[config.mk]
export PLATFORM = sky130hd
export DESIGN_NAME = gdm_top
export DESIGN_NICKNAME = d
export VERILOG_FILES = /design/src/inc/gdm_pkg.sv /design/src/hw/gdm_sync.sv /design/src/hw/gdm_top.sv
export SDC_FILE = /design/constraint.sdc
export NUM_CORES = 1
export LEC_CHECK = 0
export BUFFER_PORTS_ARGS = -buffer_cell sky130_fd_sc_hd__clkbuf_2
export CORE_UTILIZATION = 55
export CTS_BUF_LIST = sky130_fd_sc_hd__clkbuf_2
export CTS_CLUSTER_DIAMETER = 150
export DETAILED_ROUTE_END_ITERATION = 12
export GPL_TIMING_DRIVEN = 0
export HOLD_SLACK_MARGIN = 0.03
export MAX_ROUTING_LAYER = met4
export PLACE_DENSITY_LB_ADDON = 0.08
export SYNTH_ARGS = -nofsm -noshare
export SYNTH_HDL_FRONTEND = slang
export SYNTH_SLANG_ARGS = --single-unit
[constraint.sdc]
create_clock -name pclk -period 3.1 [get_ports pclk]
set_input_delay 0.31 -clock pclk [delete_from_list [all_inputs] [get_ports pclk]]
set_output_delay 0.31 -clock pclk [all_outputs]
set_load 0.02 [all_outputs]
[src/inc/gdm_pkg.sv]
// constants, types and register map for the gear-down / power-saving block
package gdm_pkg;
  localparam int ADDR_W = 8;
  localparam int CNT_W = 16;
  // register byte offsets
  localparam logic [7:0] OFS_MODE = 8'h00;
  localparam logic [7:0] OFS_STAT = 8'h04;
  localparam logic [7:0] OFS_TIM0 = 8'h08;
  localparam logic [7:0] OFS_TIM1 = 8'h0C;
  localparam logic [7:0] OFS_TIM2 = 8'h10;
  localparam logic [7:0] OFS_CFG = 8'h14;
  // mode-register numbers and bit positions
  localparam logic [2:0] MR_GEAR = 3'h3;
  localparam logic [2:0] MR_PWR = 3'h4;
  localparam int GD_BIT = 3;
  localparam int MPS_BIT = 1;
  localparam int ABORT_BIT = 9;
  // command codes on the cmd pins, valid while cs_n is low
  localparam logic [2:0] CMD_NOP = 3'h0;
  localparam logic [2:0] CMD_MRS = 3'h1;
  localparam logic [2:0] CMD_SRE = 3'h2;
  localparam logic [2:0] CMD_ACT = 3'h3;
  localparam logic [2:0] CMD_RD = 3'h4;
  localparam logic [2:0] CMD_WR = 3'h5;
  localparam logic [2:0] CMD_PRE = 3'h6;
  localparam logic [2:0] CMD_REF = 3'h7;
  // status field positions
  localparam int ST_GEAR2N = 0;
  localparam int ST_MPS = 1;
  localparam int ST_DLLOK = 2;
  localparam int ST_ERR = 3;
  localparam int ST_STATE = 4;
  // timing reset values, in CK cycles
  localparam logic [15:0] RST_XS = 16'h0100;
  localparam logic [15:0] RST_XS_ABORT = 16'h0040;
  localparam logic [7:0] RST_SYNC_GEAR = 8'h08;
  localparam logic [7:0] RST_CMD_GEAR = 8'h08;
  localparam logic [7:0] RST_MPED = 8'h10;
  localparam logic [7:0] RST_CKMPX = 8'h10;
  localparam logic [15:0] RST_XMP = 16'h0100;
  localparam logic [15:0] RST_XMP_DLL = 16'h0300;

  typedef struct packed {
    logic cs_n;
    logic cke;
    logic ck;
    logic [2:0] cmd;
    logic [2:0] mr;
    logic [13:0] addr;
    logic pda_n;
  } gdm_pins_t;

  typedef struct packed {
    logic valid;
    logic [2:0] code;
    logic [2:0] mr;
    logic [13:0] addr;
  } gdm_cmd_t;

  typedef enum logic [3:0] {
    GS_RESET, GS_1N, GS_GD_SYNC, GS_GD_WAIT, GS_2N, GS_SREF, GS_SRX,
    GS_MPS_ENT, GS_MPS, GS_MPS_CK, GS_MPS_XMP
  } gdm_state_t;
endpackage

[src/hw/gdm_sync.sv]
// two-flop synchroniser for a bundle of pin levels
`timescale 1ns/1ps
`default_nettype none
module gdm_sync #(
  parameter int W = 1,
  parameter logic [W-1:0] INIT = '0
) (
  input wire logic pclk,
  input wire logic presetn,
  input wire logic [W-1:0] d,
  output logic [W-1:0] q
);
  logic [W-1:0] meta_q;

  always_ff @(posedge pclk or negedge presetn) begin
    if (!presetn) begin
      meta_q <= INIT;
      q <= INIT;
    end else begin
      meta_q <= d;
      q <= meta_q;
    end
  end
endmodule
`default_nettype wire

[src/hw/gdm_top.sv]
// gear-down and maximum power saving mode logic with APB registers
`timescale 1ns/1ps
`default_nettype none
module gdm_top (
  input wire logic pclk,
  input wire logic presetn,
  input wire logic psel,
  input wire logic penable,
  input wire logic pwrite,
  input wire logic [gdm_pkg::ADDR_W-1:0] paddr,
  input wire logic [31:0] pwdata,
  output logic [31:0] prdata,
  output logic pready,
  output logic pslverr,
  input wire logic dram_reset_n,
  input wire gdm_pkg::gdm_pins_t pins,
  output gdm_pkg::gdm_cmd_t cmd_out,
  output logic capture,
  output logic gear_2n,
  output logic refresh_en,
  output logic dll_ok
);
  localparam int PW = $bits(gdm_pkg::gdm_pins_t);

  gdm_pkg::gdm_pins_t ps;
  logic rst_s;
  logic ck_prev_q;
  logic cke_prev_q;

  gdm_sync #(.W(PW + 1), .INIT({1'b0, {PW{1'b1}}})) u_sync (
    .pclk(pclk),
    .presetn(presetn),
    .d({dram_reset_n, pins}),
    .q({rst_s, ps})
  );

  // CK and CKE edges seen in the pclk domain; CK may stand still
  logic ck_en;
  logic cke_rise;
  assign ck_en = ps.ck & ~ck_prev_q;
  assign cke_rise = ps.cke & ~cke_prev_q;

  // software-visible timing and configuration
  logic [15:0] xs_q, xs_d, xsa_q, xsa_d, xmp_q, xmp_d, xmpd_q, xmpd_d;
  logic [7:0] sync_gear_q, sync_gear_d, cmd_gear_q, cmd_gear_d;
  logic [7:0] mped_q, mped_d, ckmpx_q, ckmpx_d;
  logic pda_mode_q, pda_mode_d;
  logic [31:0] prdata_q, prdata_d;
  logic err_clr;

  // mode state
  gdm_pkg::gdm_state_t st_q, st_d;
  logic [gdm_pkg::CNT_W-1:0] cnt_q, cnt_d, dcnt_q, dcnt_d, edge_idx;
  logic gd_en_q, gd_en_d, mps_en_q, mps_en_d, abort_q, abort_d;
  logic gear_q, gear_d, phase_q, phase_d, dll_q, dll_d, err_q, err_d;
  logic cap_q, cap_d;
  gdm_pkg::gdm_cmd_t cmd_q, cmd_d;

  logic sel;
  logic on_edge;
  logic is_mrs;
  logic pda_ok;
  assign sel = ~ps.cs_n;
  assign edge_idx = cnt_q + 16'h0001;
  // in 2N only every other CK edge, counted from the sync pulse, samples
  assign on_edge = ck_en & (~gear_q | ~phase_q);
  assign is_mrs = sel & (ps.cmd == gdm_pkg::CMD_MRS);
  assign pda_ok = ~pda_mode_q | ~ps.pda_n;

  always_comb begin
    st_d = st_q;
    cnt_d = cnt_q;
    dcnt_d = dcnt_q;
    gd_en_d = gd_en_q;
    mps_en_d = mps_en_q;
    abort_d = abort_q;
    gear_d = gear_q;
    phase_d = phase_q;
    dll_d = dll_q;
    err_d = err_q & ~err_clr;
    cap_d = on_edge;
    cmd_d = '0;
    if (ck_en) begin
      phase_d = ~phase_q;
    end
    if (ck_en && !dll_q) begin
      dcnt_d = dcnt_q + 16'h0001;
      if (dcnt_d >= xmpd_q) begin
        dll_d = 1'b1;
      end
    end
    unique case (st_q)
      gdm_pkg::GS_RESET: begin
        if (rst_s) begin
          st_d = gdm_pkg::GS_1N;
        end
      end
      gdm_pkg::GS_1N, gdm_pkg::GS_2N: begin
        if (on_edge && sel) begin
          if (!dll_q && (ps.cmd == gdm_pkg::CMD_RD ||
              ps.cmd == gdm_pkg::CMD_WR)) begin
            err_d = 1'b1;
          end else begin
            cmd_d = '{1'b1, ps.cmd, ps.mr, ps.addr};
          end
          if (is_mrs && ps.mr == gdm_pkg::MR_GEAR) begin
            gd_en_d = ps.addr[gdm_pkg::GD_BIT];
            if (ps.addr[gdm_pkg::GD_BIT] && st_q == gdm_pkg::GS_1N) begin
              st_d = gdm_pkg::GS_GD_SYNC;
              cnt_d = '0;
            end
          end
          if (is_mrs && ps.mr == gdm_pkg::MR_PWR) begin
            abort_d = ps.addr[gdm_pkg::ABORT_BIT];
            if (ps.addr[gdm_pkg::MPS_BIT] && pda_ok) begin
              mps_en_d = 1'b1;
              gear_d = 1'b0;
              st_d = gdm_pkg::GS_MPS_ENT;
              cnt_d = '0;
            end
          end
          if (ps.cmd == gdm_pkg::CMD_SRE) begin
            gear_d = 1'b0;
            st_d = gdm_pkg::GS_SREF;
          end
        end
      end
      gdm_pkg::GS_GD_SYNC: begin
        if (ck_en) begin
          cnt_d = edge_idx;
          // sync is a NOP on an even edge, at least sync-gear after MRS
          if (sel && ps.cmd == gdm_pkg::CMD_NOP && !edge_idx[0] &&
              edge_idx >= {8'h00, sync_gear_q}) begin
            st_d = gdm_pkg::GS_GD_WAIT;
            cnt_d = '0;
            phase_d = 1'b1;
          end else if (sel) begin
            err_d = 1'b1;
          end
        end
      end
      gdm_pkg::GS_GD_WAIT: begin
        if (ck_en) begin
          cnt_d = edge_idx;
          if (sel) begin
            err_d = 1'b1;
          end
          if (edge_idx >= {8'h00, cmd_gear_q}) begin
            st_d = gdm_pkg::GS_2N;
            gear_d = 1'b1;
          end
        end
      end
      gdm_pkg::GS_SREF: begin
        if (cke_rise) begin
          st_d = gdm_pkg::GS_SRX;
          cnt_d = '0;
        end
      end
      gdm_pkg::GS_SRX: begin
        if (ck_en) begin
          cnt_d = edge_idx;
          if (sel) begin
            err_d = 1'b1;
          end
          if (edge_idx >= (abort_q ? xsa_q : xs_q)) begin
            st_d = gdm_pkg::GS_1N;
          end
        end
      end
      gdm_pkg::GS_MPS_ENT: begin
        if (ck_en) begin
          cnt_d = edge_idx;
          if (sel) begin
            err_d = 1'b1;
          end
          if (edge_idx >= {8'h00, mped_q}) begin
            st_d = gdm_pkg::GS_MPS;
          end
        end
      end
      gdm_pkg::GS_MPS: begin
        // only CKE rise with CS level counts; CK and commands are ignored
        if (cke_rise && sel) begin
          st_d = gdm_pkg::GS_MPS_CK;
          cnt_d = '0;
        end
      end
      gdm_pkg::GS_MPS_CK: begin
        if (ck_en) begin
          cnt_d = edge_idx;
          if (edge_idx >= {8'h00, ckmpx_q}) begin
            st_d = gdm_pkg::GS_MPS_XMP;
            cnt_d = '0;
            mps_en_d = 1'b0;
            dll_d = 1'b0;
            dcnt_d = '0;
          end
        end
      end
      gdm_pkg::GS_MPS_XMP: begin
        if (ck_en) begin
          cnt_d = edge_idx;
          if (sel) begin
            err_d = 1'b1;
          end
          if (edge_idx >= xmp_q) begin
            st_d = gdm_pkg::GS_1N;
          end
        end
      end
      default: begin
        st_d = gdm_pkg::GS_RESET;
      end
    endcase
    if (!rst_s) begin
      st_d = gdm_pkg::GS_RESET;
      gd_en_d = 1'b0;
      mps_en_d = 1'b0;
      abort_d = 1'b0;
      gear_d = 1'b0;
      dll_d = 1'b1;
      cmd_d = '0;
      cap_d = 1'b0;
    end
  end

  always_ff @(posedge pclk or negedge presetn) begin
    if (!presetn) begin
      st_q <= gdm_pkg::GS_RESET;
      cnt_q <= '0;
      dcnt_q <= '0;
      gd_en_q <= 1'b0;
      mps_en_q <= 1'b0;
      abort_q <= 1'b0;
      gear_q <= 1'b0;
      phase_q <= 1'b0;
      dll_q <= 1'b1;
      err_q <= 1'b0;
      cap_q <= 1'b0;
      cmd_q <= '0;
      // match the synchroniser's idle ones so no false edge follows reset
      ck_prev_q <= 1'b1;
      cke_prev_q <= 1'b1;
    end else begin
      st_q <= st_d;
      cnt_q <= cnt_d;
      dcnt_q <= dcnt_d;
      gd_en_q <= gd_en_d;
      mps_en_q <= mps_en_d;
      abort_q <= abort_d;
      gear_q <= gear_d;
      phase_q <= phase_d;
      dll_q <= dll_d;
      err_q <= err_d;
      cap_q <= cap_d;
      cmd_q <= cmd_d;
      ck_prev_q <= ps.ck;
      cke_prev_q <= ps.cke;
    end
  end

  assign cmd_out = cmd_q;
  assign capture = cap_q;
  assign gear_2n = gear_q;
  assign dll_ok = dll_q;
  // no refresh in power saving; data is not kept there
  assign refresh_en = (st_q != gdm_pkg::GS_MPS_ENT) &&
    (st_q != gdm_pkg::GS_MPS) && (st_q != gdm_pkg::GS_MPS_CK) &&
    (st_q != gdm_pkg::GS_MPS_XMP);

  // APB slave: zero wait states, read data caught in the setup cycle
  function automatic logic mapped(input logic [gdm_pkg::ADDR_W-1:0] a);
    mapped = (a == gdm_pkg::OFS_MODE) || (a == gdm_pkg::OFS_STAT) ||
      (a == gdm_pkg::OFS_TIM0) || (a == gdm_pkg::OFS_TIM1) ||
      (a == gdm_pkg::OFS_TIM2) || (a == gdm_pkg::OFS_CFG);
  endfunction

  logic wr_acc;
  assign wr_acc = psel & penable & pwrite & mapped(paddr);
  assign err_clr = wr_acc && paddr == gdm_pkg::OFS_STAT &&
    pwdata[gdm_pkg::ST_ERR];
  assign pready = 1'b1;
  assign pslverr = psel & penable & ~mapped(paddr);
  assign prdata = prdata_q;

  always_comb begin
    xs_d = xs_q;
    xsa_d = xsa_q;
    xmp_d = xmp_q;
    xmpd_d = xmpd_q;
    sync_gear_d = sync_gear_q;
    cmd_gear_d = cmd_gear_q;
    mped_d = mped_q;
    ckmpx_d = ckmpx_q;
    pda_mode_d = pda_mode_q;
    prdata_d = prdata_q;
    if (wr_acc) begin
      unique case (paddr)
        gdm_pkg::OFS_TIM0: begin
          xs_d = pwdata[15:0];
          xsa_d = pwdata[31:16];
        end
        gdm_pkg::OFS_TIM1: begin
          ckmpx_d = pwdata[7:0];
          mped_d = pwdata[15:8];
          sync_gear_d = pwdata[23:16];
          cmd_gear_d = pwdata[31:24];
        end
        gdm_pkg::OFS_TIM2: begin
          xmp_d = pwdata[15:0];
          xmpd_d = pwdata[31:16];
        end
        gdm_pkg::OFS_CFG: begin
          pda_mode_d = pwdata[0];
        end
        default: begin
        end
      endcase
    end
    if (psel && !penable && !pwrite) begin
      prdata_d = 32'h0000_0000;
      unique case (paddr)
        gdm_pkg::OFS_MODE: begin
          prdata_d[gdm_pkg::GD_BIT] = gd_en_q;
          prdata_d[gdm_pkg::MPS_BIT] = mps_en_q;
          prdata_d[gdm_pkg::ABORT_BIT] = abort_q;
        end
        gdm_pkg::OFS_STAT: begin
          prdata_d[gdm_pkg::ST_GEAR2N] = gear_q;
          prdata_d[gdm_pkg::ST_MPS] = ~refresh_en;
          prdata_d[gdm_pkg::ST_DLLOK] = dll_q;
          prdata_d[gdm_pkg::ST_ERR] = err_q;
          prdata_d[gdm_pkg::ST_STATE +: 4] = st_q;
        end
        gdm_pkg::OFS_TIM0: prdata_d = {xsa_q, xs_q};
        gdm_pkg::OFS_TIM1: begin
          prdata_d = {cmd_gear_q, sync_gear_q, mped_q, ckmpx_q};
        end
        gdm_pkg::OFS_TIM2: prdata_d = {xmpd_q, xmp_q};
        gdm_pkg::OFS_CFG: prdata_d[0] = pda_mode_q;
        default: prdata_d = 32'h0000_0000;
      endcase
    end
  end

  always_ff @(posedge pclk or negedge presetn) begin
    if (!presetn) begin
      xs_q <= gdm_pkg::RST_XS;
      xsa_q <= gdm_pkg::RST_XS_ABORT;
      xmp_q <= gdm_pkg::RST_XMP;
      xmpd_q <= gdm_pkg::RST_XMP_DLL;
      sync_gear_q <= gdm_pkg::RST_SYNC_GEAR;
      cmd_gear_q <= gdm_pkg::RST_CMD_GEAR;
      mped_q <= gdm_pkg::RST_MPED;
      ckmpx_q <= gdm_pkg::RST_CKMPX;
      pda_mode_q <= 1'b0;
      prdata_q <= 32'h0000_0000;
    end else begin
      xs_q <= xs_d;
      xsa_q <= xsa_d;
      xmp_q <= xmp_d;
      xmpd_q <= xmpd_d;
      sync_gear_q <= sync_gear_d;
      cmd_gear_q <= cmd_gear_d;
      mped_q <= mped_d;
      ckmpx_q <= ckmpx_d;
      pda_mode_q <= pda_mode_d;
      prdata_q <= prdata_d;
    end
  end
endmodule
`default_nettype wire

==> results_dict.tcl, run 1 <==
set metrics [dict create \
    wl_um 37100 \
    fin_ws_ns -0.211 \
    grt_pass1_vias 10619 \
    port_buffers 126 \
    r2r.worst_path.cells 13 \
    dr.first_iter.drc_count 861 \
    maxSlewViolCount 0 \
    io_pins 129 \
    finClkSkew_ns 0.0768 \
    wl_per_cell_um 19.8 \
    holdPathStages 3 \
    synth_cells 1187 \
    grt_max_degree 103 \
    syn_area_um2 12800 \
    yosysSeqAreaShare_pct 48.6 \
    multiInputGateArea_um2 6510 \
    timing.setup.critical_path_class "register to register" \
    ys_async_sr_fraction_pct 100 \
    worstMarginPinSlew_ns 0.928 \
    synth.top_cell.area_share_pct 36.3 \
    cp.required_ns 3.83 \
    post-place-ws_ns -1.02 \
    leakagePower_nw 7.83 \
    hp-class "input pin to register" \
    setup_viol 20 \
    drive_gt1_share_pct 35.0 \
    syn_to_final_growth_pct 27.1 \
    die_y_um 155 \
    drtPass1Iterations 8 \
    drc_errors 0 \
    ys_types 80 \
    cts_sinks 246 \
    dp.cells 1628 \
    ys_top_cells_by_area "dfrtp_1 36%, dfstp_2 12%, mux2_2 8.7%, ha_1 7.9%, mux2i_1 3.5%" \
    synth_nets 1338 \
    antenna_found_initial 1 \
    fmax_mhz 302 \
    status "finished with violations" \
    fin_crit_sh_pct 107 \
    clk_latency_ns 0.92 \
    design_area_um2 16300 \
    cp-start-kind "register" \
    clockBufferDepth 3 \
    die_area_um2 23900 \
    cts_tree "yes" \
    maxCapViolCount 0 \
    worstSetupEndpointType "register" \
    dpl.hpwl_um 25000 \
    cts.reportedPaths.clkPinSlew_ns 0.12 \
    grt_usage_pct 32.2 \
    synth_edf_count 0 \
    grt_pass1_wl_um 57000 \
    synthFlopType "dfrtp_1" \
    ir_drop_mv 0.318 \
    power_density_nw_per_um2 457 \
    fp.dieW_um 155 \
    hold_path_end "ckmpx_q[7]" \
    htree_num_levels 2 \
    relSlewSlack_pct 37.6 \
    cts-root-buf "clkbuf_2" \
    fin_crit_ns 3.31 \
    layout.nets 1663 \
    numCtsBuffers 61 \
    avgSynthCellArea_um2 10.8 \
    hp-start "paddr[2]" \
    ys.warnings.count 0 \
    ys_seq_elements 246 \
    r2r-end "st_q[1]" \
    crit_fanout 5 \
    grt_setup_unrepaired "true" \
    crit_arrival_ns 4.04 \
    core_area_um2 22800 \
    start_util_pct 56.3 \
    gp_congestion 0.958 \
    vias 10651 \
    place_area_um2 14000 \
    ant_nets 0 \
    grt_overflow 0 \
    routed_via_density 5.67 \
    synth_top_area_cell "dfrtp_1" \
    reg2reg_from "cnt_q[0]" \
    fin_cells 1878 \
    total_power_mw 7.44 \
    setup_tns_ns -2.81 \
    synth.most_common_cell "dfrtp_1" \
    violations "setup timing" \
    reg2reg_slack_ns -0.21 \
    seq_area_um2 6240 \
    synth_common_cells "186 x dfrtp_1, 99 x mux2_2, 98 x nand2_1, 92 x nor2_1, 81 x ha_1" \
    rows 55 \
    hold_viol 0 \
    fillers 1702 \
]
-- flip-flops by register name, summed over array words and instances, names as in the netlist, 4 cells and up, named ones only --
| signal | count |
|---|---|
| ckmpx_q | 8 |
| cmd_gear_q | 8 |
| xs_q | 16 |
| xsa_q | 16 |
| xmpd_q | 16 |
| xmp_q | 16 |
| sync_gear_q | 8 |
| mped_q | 8 |
| prdata | 32 |
| u_sync.meta_q | 25 |
| st_q | 4 |
| dcnt_q | 16 |
| cnt_q | 16 |
| u_sync.q | 25 |
| cmd_out | 21 |
-- power by group --
part / total (mW) / leakage (nW) / internal [mW] / switching (mW)
clock: 2.26 / 0.463 / 0.898 / 1.36
sequential: 3.41 / 3.20 / 3.34 / 0.0728
combinational: 1.78 / 4.18 / 0.761 / 1.02
total: 7.44 / 7.83 / 5.00 / 2.45
-- stage by stage --
step | hold slack, ns | util [%]
finish | 0.129 | 71.6
global route | 0.0685 | 71.6
CTS | 0.0309 | 69.7
detailed placement | 0.322 | 61.3
global placement | 0.335 | 61.0
floorplan | 0.0144 | -
-- repair_timing --
| item | 4_1_cts | 5_1_grt |
|---|---|---|
| setup endpoints to repair | 60 | 56 |
| hold buffers | 89 | 0 |
| setup buffers | 28 | 21 |
| gates resized for setup | 40 | 51 |
| endpoints found under the hold margin | 311 | 0 |
| pin swaps | 17 | 28 |
-- layout make-up --
class	count	share of cell area, %
inverter	68	1.57
multi-input combinational	815	39.9
clock buffer	105	3.22
sequential	246	38.3
timing repair buffer	265	12.4
buffer	55	1.87
tap	313	2.40
antenna	1	0.0153
clock inverter	10	0.368
-- worst max-delay path: stages, from the launching register on --
cell and delay (ns):
dfrtp_4 0.45, ha_4 0.19, nand2_4 0.08, or4_4 0.54, nor2_4 0.14, xor2_4 0.11, ha_4 0.28, nand4_1 0.19
nor3_2 0.21, o21ai_1 0.10, o221ai_2 0.23, o311a_1 0.25, nand3_2 0.10, o311a_1 0.32
-- layout by cell type (no fill, tap or decap), types with 6 or more instances in the layout --
master | Yosys | final
and2_1 | 22 | 22
mux2i_1 | 45 | 45
nand2_1 | 98 | 96
dfrtp_2 | 0 | 7
nand4_1 | 23 | 23
o21ai_0 | 53 | 49
nand2b_1 | 9 | 9
nand3_2 | 3 | 6
dfrtp_1 | 186 | 178
mux2_2 | 99 | 99
inv_1 | 68 | 68
dlygate4sd3_1 | 0 | 88
ha_1 | 81 | 75
buf_4 | 4 | 44
buf_6 | 6 | 10
nor2_1 | 92 | 89
xor2_1 | 22 | 19
ha_4 | 0 | 6
and3_1 | 14 | 13
clkbuf_2 | 1 | 234
nor3_1 | 14 | 13
dfstp_2 | 60 | 60
a21oi_1 | 57 | 52
a21o_1 | 9 | 9
a22o_1 | 12 | 12
o21a_1 | 7 | 7
nand3_1 | 25 | 20
buf_1 | 13 | 13
clkbuf_1 | 29 | 24
xnor2_1 | 21 | 15
clkinv_1 | 0 | 7
-- how the worst max path moves through the flow --
stage | start | end | slack (ns)
floorplan | cnt_q[0] | st_q[1] | 0.008
global placement | presetn | cnt_q[0] | -3.74
detailed placement | cnt_q[0] | cnt_q[11] | -1.02
CTS | cnt_q[0] | st_q[1] | -0.16
global route | cnt_q[0] | st_q[1] | -0.28
finish | cnt_q[0] | st_q[1] | -0.21
-- kinds of logic after synthesis --
| family | share of synthesized area [%] |
|---|---|
| compound gates | 11.1 |
| xor+xnor | 3.15 |
| fa+ha+maj | 7.90 |
| buf+inv | 4.35 |
| flops | 48.6 |
| mux | 12.2 |
| other cells | 0.0292 |
| simple gates | 12.7 |
-- per-layer routing --
metal  up-vias  GRT usage [%]  share of wire (%)
li1       4900              -                  -
met1      5267           41.4                 42
met2       411           52.6                 48
met3        73           5.21                7.2
met4         0           9.67                2.4
met5         -              -                  0
Note: power is estimated with default switching activity, not from simulation.
==> run 2: changes to the inputs <==
- REMOVE_ABC_BUFFERS: not set -> 1
==> run 2 against run 1 <==
The flow still finishes with violations (setup timing). Worst hold slack worse by 0.039 ns. Critical path depth increased by 2. First-iteration DRC count shrank 29%.
==> results_dict.tcl, run 2 (same netlist as run 1, synthesis figures left out) <==
set metrics [dict create \
    io_pins 129 \
    drive_gt1_share_pct 38.4 \
    drtPass1Iterations 5 \
    wl_per_cell_um 18.3 \
    vias 10136 \
    fin_cells 1809 \
    reg2reg_slack_ns -0.14 \
    die_y_um 155 \
    setup_viol 7 \
    gp_congestion 0.882 \
    grt_setup_unrepaired "true" \
    p_switching_mw 2.44 \
    numCtsBuffers 66 \
    crit_arrival_ns 3.90 \
    cts_sinks 246 \
    grt_pass1_wl_um 51700 \
    cts.reportedPaths.clkPinSlew_ns 0.12 \
    fin_ws_ns -0.140 \
    antenna_found_initial 2 \
    core_area_um2 22800 \
    fp.dieW_um 155 \
    cp-start-kind "register" \
    maxCapViolCount 0 \
    power_density_nw_per_um2 473 \
    relSlewSlack_pct 13.4 \
    layout.nets 1599 \
    status "finished with violations" \
    grt_usage_pct 28.8 \
    cts_tree "yes" \
    routed_via_density 5.60 \
    dp.cells 1574 \
    violations "setup timing" \
    cp.required_ns 3.76 \
    fmax_mhz 309 \
    port_buffers 127 \
    ant_nets 0 \
    start_util_pct 56.3 \
    die_area_um2 23900 \
    grt_overflow 0 \
    largest_register_ffs 32 \
    worstSetupEndpointType "register" \
    fin_crit_ns 3.24 \
    maxSlewViolCount 0 \
    crit_fanout 7 \
    wl_um 33100 \
    dr.first_iter.drc_count 610 \
    clockBufferDepth 3 \
    intPower_mw 5.16 \
    grt_pass1_vias 10041 \
    hold_viol 0 \
    fin_crit_sh_pct 105 \
    htree_num_levels 3 \
    pwr-share-comb_pct 22.0 \
    hp-class "input pin to register" \
    swShare_pct 32.1 \
    cts-root-buf "clkbuf_2" \
    clk_latency_ns 0.86 \
    finClkSkew_ns 0.0900 \
    path_cells "nand3_4 -> buf_4 -> nor2_4 -> nand2_2 -> xnor2_4 -> buf_12 -> ha_4 -> a21oi_2 -> nand4_1 -> a31oi_4 -> a32oi_2 -> o311a_1 -> buf_4 -> a31oi_2 -> nor3_2" \
    most-common-layout-cells "224 x clkbuf_2, 168 x dfrtp_1, 99 x mux2_2, 95 x nand2_1, 86 x nor2_1" \
    crit_top_cell "buf_4" \
    final_common_cell "clkbuf_2" \
    timing.setup.critical_path_class "register to register" \
    syn_to_final_growth_pct 25.3 \
    post-place-ws_ns -1.72 \
    rows 55 \
    pwr-share-clk_pct 32.2 \
    critPathSlowestCell "dfrtp_2" \
    drc_errors 0 \
    worstMarginPinSlew_ns 1.30 \
    crit_path_max_incr_delay_ns 0.43 \
    dpl.hpwl_um 20800 \
    grt_max_degree 121 \
    sequentialPowerShare_pct 45.8 \
    ir_drop_mv 0.386 \
    leakagePower_nw 7.65 \
]
[run 2: layer usage]
metal / part of all wire (%) / track usage [%]
met5: 0 / -
met4: 2.7 / 9.85
met3: 7.2 / 6.25
met2: 47 / 45.2
met1: 43 / 37.1
[run 2: power by group through the flow]
stage | Combinational [mW] | Clock [mW] | Sequential (mW)
6_report | 1.67 | 2.45 | 3.48
3_5_place_dp | 1.16 | 0 | 3.55
4_1_cts | 1.55 | 2.54 | 3.47
2_1_floorplan | 0.722 | 0 | 3.50
3_3_place_gp | 1.13 | 0 | 3.55
5_1_grt | 1.80 | 2.70 | 3.50
[run 2: area by class of cell]
type / count / area (um2)
Clock inverter: 15 / 144
Inverter: 68 / 255
Tap cell: 313 / 392
Multi-Input combinational cell: 815 / 6680
Timing Repair Buffer: 251 / 1850
Antenna cell: 2 / 5.00
Sequential cell: 246 / 6250
Fill cell: 1762 / 6710
Clock buffer: 99 / 495
[run 2: worst paths after layout]
kind | start | end | cells after the start
max | cnt_q[5] | st_q[0] | 15
min | pins[10] | u_sync.meta_q[10] | 2
max reg2reg | cnt_q[5] | st_q[0] | 15
min reg2reg | u_sync.meta_q[15] | u_sync.q[15] | 0
max in group asynchronous | presetn | cnt_q[1] | 3
min in group asynchronous | presetn | xmp_q[15] | 3
[run 2: critical path, delay by kind of cell, from the launching register on]
family / cells / cell delay, ns
buffers and inverters: 3 / 0.49
xor gates and xnor gates: 1 / 0.20
and+or+nand+nor: 5 / 0.62
adders and majority gates: 1 / 0.22
AOI/OAI and AO/OA: 5 / 1.06
DFF: 1 / 0.43
[run 2: repair_timing]
item                       CTS  global route
hold buffers                65             0
cloned                       1             0
pin swaps                   33            36
buffers inserted            33            21
hold endpoints to repair   321             0
setup endpoints to repair   59            23
gates resized for setup     90            39
[run 2: metrics by stage]
step	TNS (ns)	hold WS [ns]	total power [mW]	area (um2)	util, %
6_report	-0.518	0.0895	7.60	16100	70.6
5_1_grt	-2.17	0.0404	7.99	16100	70.6
4_1_cts	-0.413	0.0329	7.55	15700	69.0
3_5_place_dp	-72.23	0.184	4.71	13700	60.1
3_3_place_gp	-937.08	0.335	4.68	13600	59.5
2_1_floorplan	-4.34	0.0144	4.22	12500	-
